**src/inc/rai_defs.svh**
```systemverilog
// register offsets, bit positions, reset values for the alarm block
// Summary of operation
// RULE1 - three alarm registers, disable bit seven
// RULE2 - select bit picks weekday mask or date
// RULE3 - weekday mode: seven-bit mask, many days
// RULE4 - mask bit0 Sunday through bit6 Saturday
// RULE5 - hour, minute, date compared as packed BCD
// RULE6 - enabled fields match: alarm flag set
// RULE7 - flag set with enable: pull interrupt low
// RULE8 - disabled register excluded from the match
// RULE9 - all three disabled: event every minute
// RULE10 - spare alarm bits are plain storage
// RULE11 - flag stays set until software writes 0
// RULE12 - writing 1 to flag does nothing
// RULE13 - clearing flag releases interrupt at once
// RULE14 - enable low: no drive; clearing releases
// RULE15 - interrupt pin shared with other sources
// RULE16 - alarm interrupt never times out itself
// RULE17 - no events while stop or counter reset
// RULE18 - no event for alarm set to now
// RULE19 - one evaluation per minute update
`ifndef RAI_DEFS_SVH
`define RAI_DEFS_SVH

// register offsets on the internal register port
`define RAI_OFS_ALM_MIN   4'h8
`define RAI_OFS_ALM_HOUR  4'h9
`define RAI_OFS_ALM_WD    4'hA
`define RAI_OFS_EXT       4'hD
`define RAI_OFS_FLAG      4'hE
`define RAI_OFS_CTRL      4'hF

// field positions
`define RAI_BIT_DISABLE   7
`define RAI_BIT_WDSEL     6
`define RAI_BIT_FLAG      3
`define RAI_BIT_IRQEN     3
`define RAI_BIT_STOP      1
`define RAI_BIT_CRST      0

// reset values
`define RAI_RST_ALARM     8'h00
`define RAI_RST_BIT       1'b0

`endif

```
**src/inc/rai_pkg.sv**
```systemverilog
// types shared by the alarm match and interrupt block
package rai_pkg;

   // current time as presented by the time counters
   typedef struct packed {
      logic [6:0] minute;   // packed BCD minute
      logic [5:0] hour;     // packed BCD hour
      logic [6:0] weekday;  // one-hot, bit0 Sunday
      logic [5:0] day;      // packed BCD day of month
   } rai_time_t;

   // register write request from the serial bus slave
   typedef struct packed {
      logic       en;       // one-cycle write strobe
      logic [3:0] addr;     // register offset
      logic [7:0] data;     // write data
   } rai_wr_t;

endpackage

```
**src/rtl/rai_alarm.sv**
```systemverilog
// alarm registers, match logic, alarm flag and open-drain interrupt drive
`include "rai_defs.svh"

module rai_alarm (
   input  wire logic              sys_clk,
   input  wire logic              rst,
   input  wire rai_pkg::rai_wr_t  wr,
   input  wire logic [3:0]        rd_addr,
   input  wire rai_pkg::rai_time_t cur_time,
   input  wire logic              min_tick,
   output logic [7:0]             rd_data_q,
   output logic                   irq_out_q,
   output logic                   irq_oe_q,
   output logic                   stop_q,
   output logic                   crst_q
);

   // alarm register storage, all eight bits kept
   logic [7:0] alm_min_q;    // minute alarm
   logic [7:0] alm_hour_q;   // hour alarm
   logic [7:0] alm_wd_q;     // weekday mask or date alarm
   logic       wdsel_q;      // 0 weekday mask, 1 date
   logic       af_q;         // sticky alarm flag
   logic       aie_q;        // alarm interrupt enable

   // next values of the flag and enable
   logic       af_d;
   logic       aie_d;
   logic       irq_oe_d;

   // decoded write hits
   logic       wr_min;
   logic       wr_hour;
   logic       wr_wd;
   logic       wr_ext;
   logic       wr_flag;
   logic       wr_ctrl;

   // match terms
   logic       min_ok;
   logic       hour_ok;
   logic       wd_ok;
   logic       alarm_ev;     // one-cycle alarm event

   // write hit decode, shared by every register
   function automatic logic hit(input rai_pkg::rai_wr_t w,
                                input logic [3:0] ofs);
      hit = w.en && (w.addr == ofs);
   endfunction

   // read multiplexer; unused bits read as zero
   function automatic logic [7:0] rd_mux(input logic [3:0] a);
      logic [7:0] v;
      v = 8'h00;
      if (a == `RAI_OFS_ALM_MIN) begin
         v = alm_min_q;
      end else if (a == `RAI_OFS_ALM_HOUR) begin
         v = alm_hour_q;
      end else if (a == `RAI_OFS_ALM_WD) begin
         v = alm_wd_q;
      end else if (a == `RAI_OFS_EXT) begin
         v[`RAI_BIT_WDSEL] = wdsel_q;
      end else if (a == `RAI_OFS_FLAG) begin
         v[`RAI_BIT_FLAG] = af_q;
      end else if (a == `RAI_OFS_CTRL) begin
         v[`RAI_BIT_IRQEN] = aie_q;
         v[`RAI_BIT_STOP]  = stop_q;
         v[`RAI_BIT_CRST]  = crst_q;
      end else begin
         v = 8'h00;   // offsets outside this block read zero
      end
      rd_mux = v;
   endfunction

   assign wr_min  = hit(wr, `RAI_OFS_ALM_MIN);
   assign wr_hour = hit(wr, `RAI_OFS_ALM_HOUR);
   assign wr_wd   = hit(wr, `RAI_OFS_ALM_WD);
   assign wr_ext  = hit(wr, `RAI_OFS_EXT);
   assign wr_flag = hit(wr, `RAI_OFS_FLAG);
   assign wr_ctrl = hit(wr, `RAI_OFS_CTRL);

   // field compares; a set disable bit forces a match
   always_comb begin
      min_ok  = alm_min_q[`RAI_BIT_DISABLE] ||
                (alm_min_q[6:0] == cur_time.minute);       // RULE5 RULE8
      hour_ok = alm_hour_q[`RAI_BIT_DISABLE] ||
                (alm_hour_q[5:0] == cur_time.hour);        // RULE5 RULE8
      if (alm_wd_q[`RAI_BIT_DISABLE]) begin
         wd_ok = 1'b1;                                     // RULE8 RULE9
      end else if (wdsel_q) begin
         wd_ok = (alm_wd_q[5:0] == cur_time.day);          // RULE2 RULE5
      end else begin
         // any selected weekday may hit
         wd_ok = |(alm_wd_q[6:0] & cur_time.weekday);      // RULE3 RULE4
      end
   end

   // evaluated only on the minute update, so setting the alarm to the
   // present time waits for the next advance and a matching minute
   // fires once instead of re-triggering every cycle
   assign alarm_ev = min_tick && min_ok && hour_ok && wd_ok &&
                     !stop_q && !crst_q;        // RULE6 RULE17 RULE18 RULE19

   // flag next value: set wins over a clear in the same cycle
   always_comb begin
      af_d = af_q;
      if (wr_flag && !wr.data[`RAI_BIT_FLAG]) begin
         af_d = 1'b0;                                      // RULE11
      end
      // a written 1 leaves the flag as it was
      if (alarm_ev) begin
         af_d = 1'b1;                                      // RULE6 RULE12
      end
   end

   // enable next value
   always_comb begin
      aie_d = aie_q;
      if (wr_ctrl) begin
         aie_d = wr.data[`RAI_BIT_IRQEN];
      end
   end

   // drive starts on an event with enable, holds with no timeout,
   // and drops in the cycle that the flag or the enable is cleared
   always_comb begin
      irq_oe_d = aie_d && af_d &&
                 (irq_oe_q || (alarm_ev && aie_q)); // RULE7 RULE13 RULE14
   end

   // alarm registers, spare bits included
   always_ff @(posedge sys_clk) begin
      if (rst) begin
         alm_min_q  <= `RAI_RST_ALARM;
         alm_hour_q <= `RAI_RST_ALARM;
         alm_wd_q   <= `RAI_RST_ALARM;
      end else begin
         if (wr_min) begin
            alm_min_q <= wr.data;                          // RULE1
         end
         if (wr_hour) begin
            alm_hour_q <= wr.data;                         // RULE1 RULE10
         end
         if (wr_wd) begin
            alm_wd_q <= wr.data;                           // RULE1 RULE10
         end
      end
   end

   // week-or-date select
   always_ff @(posedge sys_clk) begin
      if (rst) begin
         wdsel_q <= `RAI_RST_BIT;
      end else if (wr_ext) begin
         wdsel_q <= wr.data[`RAI_BIT_WDSEL];               // RULE2
      end
   end

   // control bits: enable, stop and counter reset
   always_ff @(posedge sys_clk) begin
      if (rst) begin
         aie_q  <= `RAI_RST_BIT;
         stop_q <= `RAI_RST_BIT;
         crst_q <= `RAI_RST_BIT;
      end else begin
         aie_q <= aie_d;
         if (wr_ctrl) begin
            stop_q <= wr.data[`RAI_BIT_STOP];
            crst_q <= wr.data[`RAI_BIT_CRST];
         end
      end
   end

   // sticky alarm flag
   always_ff @(posedge sys_clk) begin
      if (rst) begin
         af_q <= `RAI_RST_BIT;
      end else begin
         af_q <= af_d;                                     // RULE11
      end
   end

   // open-drain pin: level is always low, only the enable moves;
   // other sources share the wire, so high is left to the pull-up
   always_ff @(posedge sys_clk) begin
      if (rst) begin
         irq_oe_q  <= 1'b0;
         irq_out_q <= 1'b0;
      end else begin
         irq_oe_q  <= irq_oe_d;                  // RULE15 RULE16
         irq_out_q <= 1'b0;
      end
   end

   // registered read data, one cycle behind the address
   always_ff @(posedge sys_clk) begin
      if (rst) begin
         rd_data_q <= 8'h00;
      end else begin
         rd_data_q <= rd_mux(rd_addr);
      end
   end

   logic no_wr;   // helper: no register write this cycle
   assign no_wr = !wr.en;
endmodule

```
**config.mk**
```make
export PLATFORM = sky130hd
export DESIGN_NAME = rai_alarm
export DESIGN_NICKNAME = d
export VERILOG_FILES = /design/src/inc/rai_pkg.sv /design/src/rtl/rai_alarm.sv
export VERILOG_INCLUDE_DIRS = /design/src /design/src/inc
export SDC_FILE = /design/constraint.sdc
export NUM_CORES = 1
export LEC_CHECK = 0
export ABC_AREA = 1
export BUFFER_PORTS_ARGS = -buffer_cell sky130_fd_sc_hd__clkbuf_2
export CORE_MARGIN = 3
export CORE_UTILIZATION = 24
export CTS_BUF_LIST = sky130_fd_sc_hd__clkbuf_8
export DETAILED_ROUTE_END_ITERATION = 12
export GPL_ROUTABILITY_DRIVEN = 0
export GPL_TIMING_DRIVEN = 0
export PLACE_DENSITY = 0.49
export REMOVE_ABC_BUFFERS = 1
export SLEW_MARGIN = 30
export SYNTH_ARGS = -nofsm -noshare
export SYNTH_HDL_FRONTEND = slang
export SYNTH_SLANG_ARGS = --single-unit
```
**constraint.sdc**
```tcl
create_clock -name sys_clk -period 1.11 [get_ports sys_clk]
set_input_delay 0.0555 -clock sys_clk [delete_from_list [all_inputs] [get_ports sys_clk]]
set_output_delay 0.0555 -clock sys_clk [all_outputs]
set_load 0.01 [all_outputs]
```
==> results of run 1 <==
final timing paths:
kind,from,to,slack (ps)
hold reg to reg,alm_hour_q[6]$_SDFFE_PP0P_,alm_hour_q[6]$_SDFFE_PP0P_,460
hold / removal,wr[7],alm_min_q[7]$_SDFFE_PP0P_,40
setup / recovery,alm_hour_q[0]$_SDFFE_PP0P_,af_q$_SDFF_PP0_,-240
setup reg to reg,alm_hour_q[0]$_SDFFE_PP0P_,af_q$_SDFF_PP0_,-240
metal layers:
metal	up-vias	track usage	wire (um)	share of wire
met4	0	0.0391	77	0.013
li1	1086	-	-	-
met1	912	0.168	2780	0.48
met3	7	0.0297	296	0.051
met2	45	0.222	2670	0.46
met5	-	0	0	0
cell type report:
type | count | area (um2)
Clock buffer | 5 | 68.8
Clock inverter | 2 | 11.3
Fill cell | 907 | 5310
Inverter | 56 | 214
Multi-Input combinational cell | 209 | 983
Sequential cell | 38 | 781
Tap cell | 102 | 128
Timing Repair Buffer | 60 | 310
timing repair:
| action | 4_1_cts | 5_1_grt |
|---|---|---|
| pin swaps | 10 | 12 |
| resized for setup | 14 | 22 |
| setup endpoints to repair | 2 | 15 |
| buffers inserted | 1 | 3 |
| endpoints found under the hold margin | 0 | 0 |
layout by cell type, fill, tap and decap left out, types with 2 or more instances in the layout:
cell type and instances:
nor2_1 38, nand2_2 7, clkinvlp_4 2, o22ai_1 4, inv_1 50, nand2_1 74, clkbuf_2 56, nor3_2 2
clkbuf_8 5, o21ai_0 28, dfxtp_2 16, a21oi_1 31, inv_2 6, nor2_2 5, dfxtp_1 22, buf_4 4
a211oi_1 2, nand3_1 6, nor3_1 2
state kept, by name, indices dropped and copies added (netlist names):
register,count
af_q,1
aie_q,1
alm_hour_q,8
alm_min_q,8
alm_wd_q,8
crst_q,1
irq_oe_q,1
rd_data_q,8
stop_q,1
wdsel_q,1
report_power, final:
group | internal (uW) | leakage, uW | switching, uW
sequential | 1390 | 0.000315 | 16.7
clock | 422 | 0.0000414 | 481
combinational | 136 | 0.000801 | 212
critical path: cells and delay by family, from the launching register on:
kind            cells  cell delay (ps)
simple gates        8              640
flops               1              330
buf+inv             2              200
compound gates      1              110
cell families (layout without fill, tap and decap cells):
family,after synthesis,count (layout),share of synthesized area
DFF,38,38,0.389
and+or+nand+nor,138,138,0.290
AOI/OAI and AO/OA,69,69,0.189
other,1,1,0.00192
xor gates and xnor gates,1,1,0.00448
buffers and inverters,63,123,0.125
metrics by stage:
step                      cells  total power, uW  cell area (um2)  worst slack, ps   util
after global placement      461             1760             2330             -305  0.298
after global routing        472             2810             2500             -350  0.320
after floorplan             303             1590             1920            -12.8      -
final                       472             2660             2500             -238  0.320
after CTS                   469             2680             2430             -208  0.311
after detailed placement    461             1760             2330             -292  0.298
==> impl_metrics.yaml, run 1 <==
status:
  outcome: "complete, but fails checks"
  violations: "negative setup slack"
timing:
  grt_setup_unrepaired: "yes"
  fmax_mhz: 742
  fin_crit_ps: 1350
  skew_ps: 7.80
  setup_viol: 2
  hold_ws_ps: 43.6
  final_max_slew_viol_count: 0
  fin_tns_setup_ps: -430
  worst_slew_pin_slew_ps: 536
  setup_ws_ps: -238
  finalCritPeriodShare: 1.21
  slew_headroom: 0.640
  finalHoldViolCount: 0
floorplan:
  rows: 32
  coreArea_mm2: 0.00781
  die_w_um: 96.2
  dieArea_mm2: 0.00926
  io_pins: 58
  start_util: 0.250
  die_h_um: 96.2
grt:
  grt_pass1_vias: 1990
  antenna_found_initial: 0
  grt_pass1_wl_mm: 9.20
  grt_usage: 0.132
  overflow: 0
  grt_max_degree: 29
power:
  ir_worst_vdd_uv: 363
  static-leakage-power_uw: 0.00116
  power.density_mw_per_mm2: 1060
yosys:
  synth_top_cell_area_share: 0.389
  synth_top_cell_by_area: "dfxtp_1"
  yosysSeqAreaShare: 0.389
  syn-cell-area_mm2: 0.00195
  ys.flop_type: "dfxtp_1"
  postSynthCellCount: 310
  synth-seq-cells: 38
  yosys_warnings: 0
  avgSynthCellArea_um2: 6.30
  synth_area_leaders: "dfxtp_1, nand2_1, inv_1"
  ys_top_cells_by_count: "nand2_1, inv_1, nor2_1"
  ys_types: 24
  synth-edff-count: 0
  synthArstFlopShare: 0
  yosysMostFrequentCell: "nand2_1"
clock_network:
  hold_buffers: 0
  clk_path_buf_depth: 2
  cts.clk_slew.worst_paths_ps: 80
  clkLatencyLatePin_ps: 290
  cts_tree: "built"
  numCtsBuffers: 5
  cts.sinks: 38
  h-tree-depth: 2
  clock_tree.root_cell: "clkbuf_8"
drt:
  drt_wl_total_mm: 5.82
  viasPerCell: 4.34
  via_count: 2050
  postRouteAntennaNets: 0
  drc: 0
  wl_per_cell_um: 12.3
  drt_iter0_markers: 52
  firstDrtPassIters: 6
setup_path:
  cpPeakStageDelay_ps: 330
  crit_arrival_ps: 1570
  worst-setup-path-type: "reg2reg"
  crit_path_end_kind: "flop"
  cp_data_required_time_ps: 1330
  worstPathCellList: "inv_1 > nand2_1 > nand2_1 > nor2_1 > nand3_1 > nand2_1 > nand2_2 > nor2_2 > nand2_1 > buf_4 > a21oi_1"
  worstSetupStartpointType: "flop"
  cpMaxStageDelayCell: "dfxtp_1"
  reg2reg_depth: 11
  crit_top_cell: "nand2_1"
  crit_path_max_fanout: 3
flow_run:
  cap_violations: 0
worst_hold_path:
  min_path_cells: 3
  hold_class: "in2reg"
placement:
  place_hpwl_mm: 4.56
  io_buffers: 56
final_layout:
  drive_above_1_share: 0.284
  syn_to_final_growth_pct: 27.7
  diodes: 0
  layout.nets: 416
(Power assumes the default switching activity.)
==> inputs of run 2 (changes only) <==
--- a/config.mk
+++ b/config.mk
@@ -11,9 +11,9 @@
 export CORE_MARGIN = 3
 export CORE_UTILIZATION = 24
 export CTS_BUF_LIST = sky130_fd_sc_hd__clkbuf_8
+export CTS_CLUSTER_DIAMETER = 40
 export DETAILED_ROUTE_END_ITERATION = 12
 export GPL_ROUTABILITY_DRIVEN = 0
-export GPL_TIMING_DRIVEN = 0
 export PLACE_DENSITY = 0.49
 export REMOVE_ABC_BUFFERS = 1
 export SLEW_MARGIN = 30
==> run 2 against run 1 <==
  * The run still ends with negative setup slack left
  * Final cell count is 10% higher
  * Sequential cell count is the same
  * Critical path depth is 1 higher
  * Clock skew is 1.4 ps lower
  * Sequential share of layout area is 3.9 points lower
  * Power grew 6.7%
  * Die area did not move
  * Clock-buffer cell count up 1
  * Global-route usage rose by 1.1 points
  * Fmax is 6.6% higher
  * Design area increased by 14%
  * Worst setup slack better by 83 ps
==> impl_metrics.yaml, run 2 (synthesized netlist as in run 1, its figures left out) <==
floorplan:
  coreArea_mm2: 0.00781
  die_h_um: 96.2
  io_pins: 58
  die_w_um: 96.2
  dieArea_mm2: 0.00926
  start_util: 0.250
  rows: 32
setup_path:
  cp_data_required_time_ps: 1340
  worstSetupStartpointType: "flop"
  worst-setup-path-type: "reg2reg"
  crit_arrival_ps: 1500
  crit_path_max_fanout: 3
  crit_path_end_kind: "flop"
grt:
  overflow: 0
  grt_pass1_wl_mm: 9.99
  grt_pass1_vias: 2166
  grt_usage: 0.143
  antenna_found_initial: 0
  grt_max_degree: 17
clock_network:
  clkLatencyLatePin_ps: 290
  cts.clk_slew.worst_paths_ps: 80
  numCtsBuffers: 5
  clock_tree.root_cell: "clkbuf_8"
  hold_buffers: 0
  post-cts-setup-buffers: 0
  cts_tree: "built"
  h-tree-depth: 2
  clk_path_buf_depth: 2
  cts.sinks: 38
placement:
  place_hpwl_mm: 5.02
  placed_area_mm2: 0.00270
  io_buffers: 56
  place_ws_ps: -174
drt:
  drc: 0
  via_count: 2202
  wl_per_cell_um: 12.0
  postRouteAntennaNets: 0
  drt_iter0_markers: 69
  viasPerCell: 4.24
  drt_wl_total_mm: 6.23
  firstDrtPassIters: 4
final_layout:
  drive_above_1_share: 0.360
  final_common_cell: "nand2_1"
  mostFrequentLayoutCells: "nand2_1, clkbuf_2, inv_1, buf_4, nor2_1"
  diodes: 0
  layout.nets: 462
  syn_to_final_growth_pct: 46.0
  fillers: 867
  finalInstanceArea_mm2: 0.00285
timing:
  fmax_mhz: 791
  fin_crit_ps: 1260
  hold_ws_ps: 41.0
  setup_viol: 2
  finalCritPeriodShare: 1.14
  setup_ws_ps: -155
  final_max_slew_viol_count: 0
  grt_setup_unrepaired: "yes"
  skew_ps: 6.42
  finalHoldViolCount: 0
power:
  static-leakage-power_uw: 0.00139
  ir_worst_vdd_uv: 377
  power.density_mw_per_mm2: 993
  total_power_uw: 2830
status:
  violations: "negative setup slack"
  outcome: "complete, but fails checks"
worst_hold_path:
  hold_class: "in2reg"
flow_run:
  cap_violations: 0
run 2: changes by cell type in the layout (fill, tap and decap cells not counted), moves of 2 or more:
cell / change
a21oi_2: +2
a21oi_1: -2
nand2_2: -3
buf_4: +46
inv_1: +2
clkinvlp_4: -2
nand2_1: +3
run 2: area by class of cell:
class / count / area (um2) / share of cell area
Clock buffer: 6 / 82.6 / 0.0289
Clock inverter: 2 / 8.76 / 0.00307
Inverter: 56 / 210 / 0.0737
Multi-Input combinational cell: 209 / 986 / 0.346
Sequential cell: 38 / 782 / 0.274
Tap cell: 102 / 128 / 0.0447
Timing Repair Buffer: 106 / 656 / 0.230
run 2: routing by layer:
layer,track usage,vias up,part of all wire
li1,-,1176,-
met1,0.188,972,0.49
met2,0.238,47,0.45
met3,0.0274,7,0.048
met4,0.0403,0,0.012
met5,0,-,0
run 2: final timing paths:
check | from | end | slack, ps | cells after the start
worst max register to register | alm_min_q[5]$_SDFFE_PP0P_ | irq_oe_q$_SDFF_PP0_ | -150 | 12
worst min register to register | alm_hour_q[6]$_SDFFE_PP0P_ | alm_hour_q[6]$_SDFFE_PP0P_ | 470 | 2
worst max-delay path | alm_min_q[5]$_SDFFE_PP0P_ | irq_oe_q$_SDFF_PP0_ | -150 | 12
worst min-delay path | wr[7] | alm_min_q[7]$_SDFFE_PP0P_ | 40 | 3
run 2: metrics by stage:
stage	utilization	TNS, ps	std cells
floorplan	-	-12.8	303
global placement	0.346	-839	511
detailed placement	0.346	-816	511
CTS	0.360	-247	519
global route	0.365	-507	519
finish	0.365	-220	519
run 2: timing repair:
action	4_1_cts	5_1_grt
gates cloned	0	0
pin swaps	8	11
endpoints found under the setup margin	2	4
resized for setup	14	20
run 2: where the power goes:
group          internal (uW)  total (uW)  switching, uW
Clock                    493        1010            519
Sequential              1390        1400           14.8
Combinational            190         418            228
Total                   2070        2830            762
run 2: worst max-delay path: stages, from the launching register on:
cell	delay (ps)
dfxtp_2	350
inv_1	50
nand2_1	50
nand2_1	50
nor2_2	120
nand2_1	50
nor2_1	90
nor2_1	70
nor2_4	120
nand3_1	70
nand2_1	60
inv_1	40
nor2_1	80
==> inputs of run 3 (changes only) <==
==> constraint.sdc (replaced) <==
create_clock -name sys_clk -period 1.1 [get_ports sys_clk]
set_input_delay 0.055 -clock sys_clk [delete_from_list [all_inputs] [get_ports sys_clk]]
set_output_delay 0.055 -clock sys_clk [all_outputs]
set_load 0.01 [all_outputs]
==> run 3 against run 2 <==
  * The flow still finishes with violations (negative setup slack)
  * Sequential share of layout area barely moved
  * Worst setup slack got worse by 3.0 ps
  * Combinational power rose by 1%
  * Clock power barely moved
  * Global-route usage barely moved
  * Design area fell by 0.18%
  * Largest power group unchanged
==> impl_metrics.yaml, run 3 (synthesized netlist as in run 1, its figures left out) <==
clock_network:
  h-tree-depth: 2
  cts.sinks: 38
  clkLatencyLatePin_ps: 290
  cts.clk_slew.worst_paths_ps: 80
  clock_tree.root_cell: "clkbuf_8"
  cts_tree: "built"
  numCtsBuffers: 5
  clk_path_buf_depth: 2
setup_path:
  crit_path_end_kind: "flop"
  crit_top_cell: "nand2_1"
  cpPeakStageDelay_ps: 360
  rrSetupSlack_ps: -160
  timing.rr.end: "irq_oe_q$_SDFF_PP0_"
  cpMaxStageDelayCell: "dfxtp_2"
  worstPathCellList: "inv_2 > nand2_2 > nand2_2 > nor2_4 > nand2_1 > nor2_1 > nor2_1 > nor2_2 > nand2_1 > nand2_1 > nand2_1 > nor2_1"
  worst-setup-path-type: "reg2reg"
  r2r-start: "alm_min_q[2]$_SDFFE_PP0P_"
  crit_path_max_fanout: 3
  worstSetupStartpointType: "flop"
  crit_start: "alm_min_q[2]$_SDFFE_PP0P_"
  reg2reg_depth: 12
  crit_arrival_ps: 1490
  crit_end: "irq_oe_q$_SDFF_PP0_"
  cp_data_required_time_ps: 1330
worst_hold_path:
  hold_class: "in2reg"
  min_from: "wr[7]"
floorplan:
  rows: 32
  io_pins: 58
  start_util: 0.250
  coreArea_mm2: 0.00781
  dieArea_mm2: 0.00926
  die_h_um: 96.2
  die_w_um: 96.2
final_layout:
  mostFrequentLayoutCells: "nand2_1, clkbuf_2, inv_1, buf_4, nor2_1"
  diodes: 0
  finalInstanceArea_mm2: 0.00285
  drive_above_1_share: 0.347
  layout.nets: 463
  final_cells: 520
  syn_to_final_growth_pct: 45.7
  final_common_cell: "nand2_1"
grt:
  grt_pass1_vias: 2073
  antenna_found_initial: 0
  overflow: 0
  grt_usage: 0.143
  grt_pass1_wl_mm: 9.85
  grt_max_degree: 17
flow_run:
  cap_violations: 0
timing:
  skew_ps: 5.04
  fmax_mhz: 795
  final_max_slew_viol_count: 0
  finalCritPeriodShare: 1.14
  fin_crit_ps: 1260
  setup_viol: 2
  setup_ws_ps: -158
  grt_setup_unrepaired: "yes"
  finalHoldViolCount: 0
placement:
  dpl.cell_count: 511
  placed_area_mm2: 0.00270
  io_buffers: 56
  place_hpwl_mm: 5.02
drt:
  firstDrtPassIters: 4
  drc: 0
  viasPerCell: 4.18
  drt_iter0_markers: 77
  dr.max_layer_used: "met4"
  drt_wl_total_mm: 6.24
  wl_per_cell_um: 12.0
  wl_met3_um: 336
  met2WireLength_mm: 2.86
  postRouteAntennaNets: 0
  met1_length_mm: 2.98
  via_count: 2173
power:
  static-leakage-power_uw: 0.00139
  power.density_mw_per_mm2: 991
  ir_worst_vdd_uv: 471
status:
  violations: "negative setup slack"
  outcome: "complete, but fails checks"
[run 3: repair_timing]
item,in CTS,in global routing
buffers inserted,0,2
pin swaps,8,14
hold endpoints to repair,0,0
endpoints found under the setup margin,2,4
gates resized for setup,15,13
hold buffers,0,0
cloned,0,0
[run 3: worst min-delay path by stage]
stage                                      to  slack [ps]  cells past startpoint
floorplan                     af_q$_SDFF_PP0_         120                      1
global placement    alm_min_q[7]$_SDFFE_PP0P_         340                      3
detailed placement  alm_min_q[7]$_SDFFE_PP0P_         340                      3
CTS                 alm_min_q[7]$_SDFFE_PP0P_          40                      3
global route        alm_min_q[7]$_SDFFE_PP0P_          60                      3
finish              alm_min_q[7]$_SDFFE_PP0P_          40                      3
[run 3: power breakdown]
| group | total [uW] | switching [uW] | internal, uW | leakage (uW) |
|---|---|---|---|---|
| clock | 983 | 487 | 497 | 0.0000524 |
| sequential | 1420 | 14.6 | 1400 | 0.000315 |
| combinational | 424 | 231 | 193 | 0.00102 |
[run 3: critical path: cells and delay by family (launching register included)]
| family | cells | cell delay [ps] |
|---|---|---|
| AND/OR/NAND/NOR | 11 | 790 |
| flip-flops | 1 | 360 |
| buffers and inverters | 1 | 40 |
[run 3: per-layer routing]
layer | up-vias | global-route usage
li1 | 1184 | -
met1 | 932 | 0.187
met2 | 51 | 0.235
met3 | 6 | 0.0313
met4 | 0 | 0.0391
met5 | - | 0
[run 3: final cells by class]
cell class,count,area [um2]
Tap cell,102,128
Fill cell,867,4960
Inverter,56,210
Multi-Input combinational cell,209,975
Timing Repair Buffer,107,663
Clock inverter,2,8.76
Sequential cell,38,781
Clock buffer,6,82.6
[run 3: stage by stage]
stage	TNS [ps]	utilization	total power (uW)	worst slack (ps)	hold slack, ps
global route	-560	0.365	2990	-311	56.9
floorplan	-22.8	-	1610	-22.8	124
finish	-263	0.365	2820	-158	41.4
CTS	-240	0.361	2870	-142	36.0
global placement	-988	0.346	1850	-195	344
detailed placement	-1000	0.346	1860	-195	341
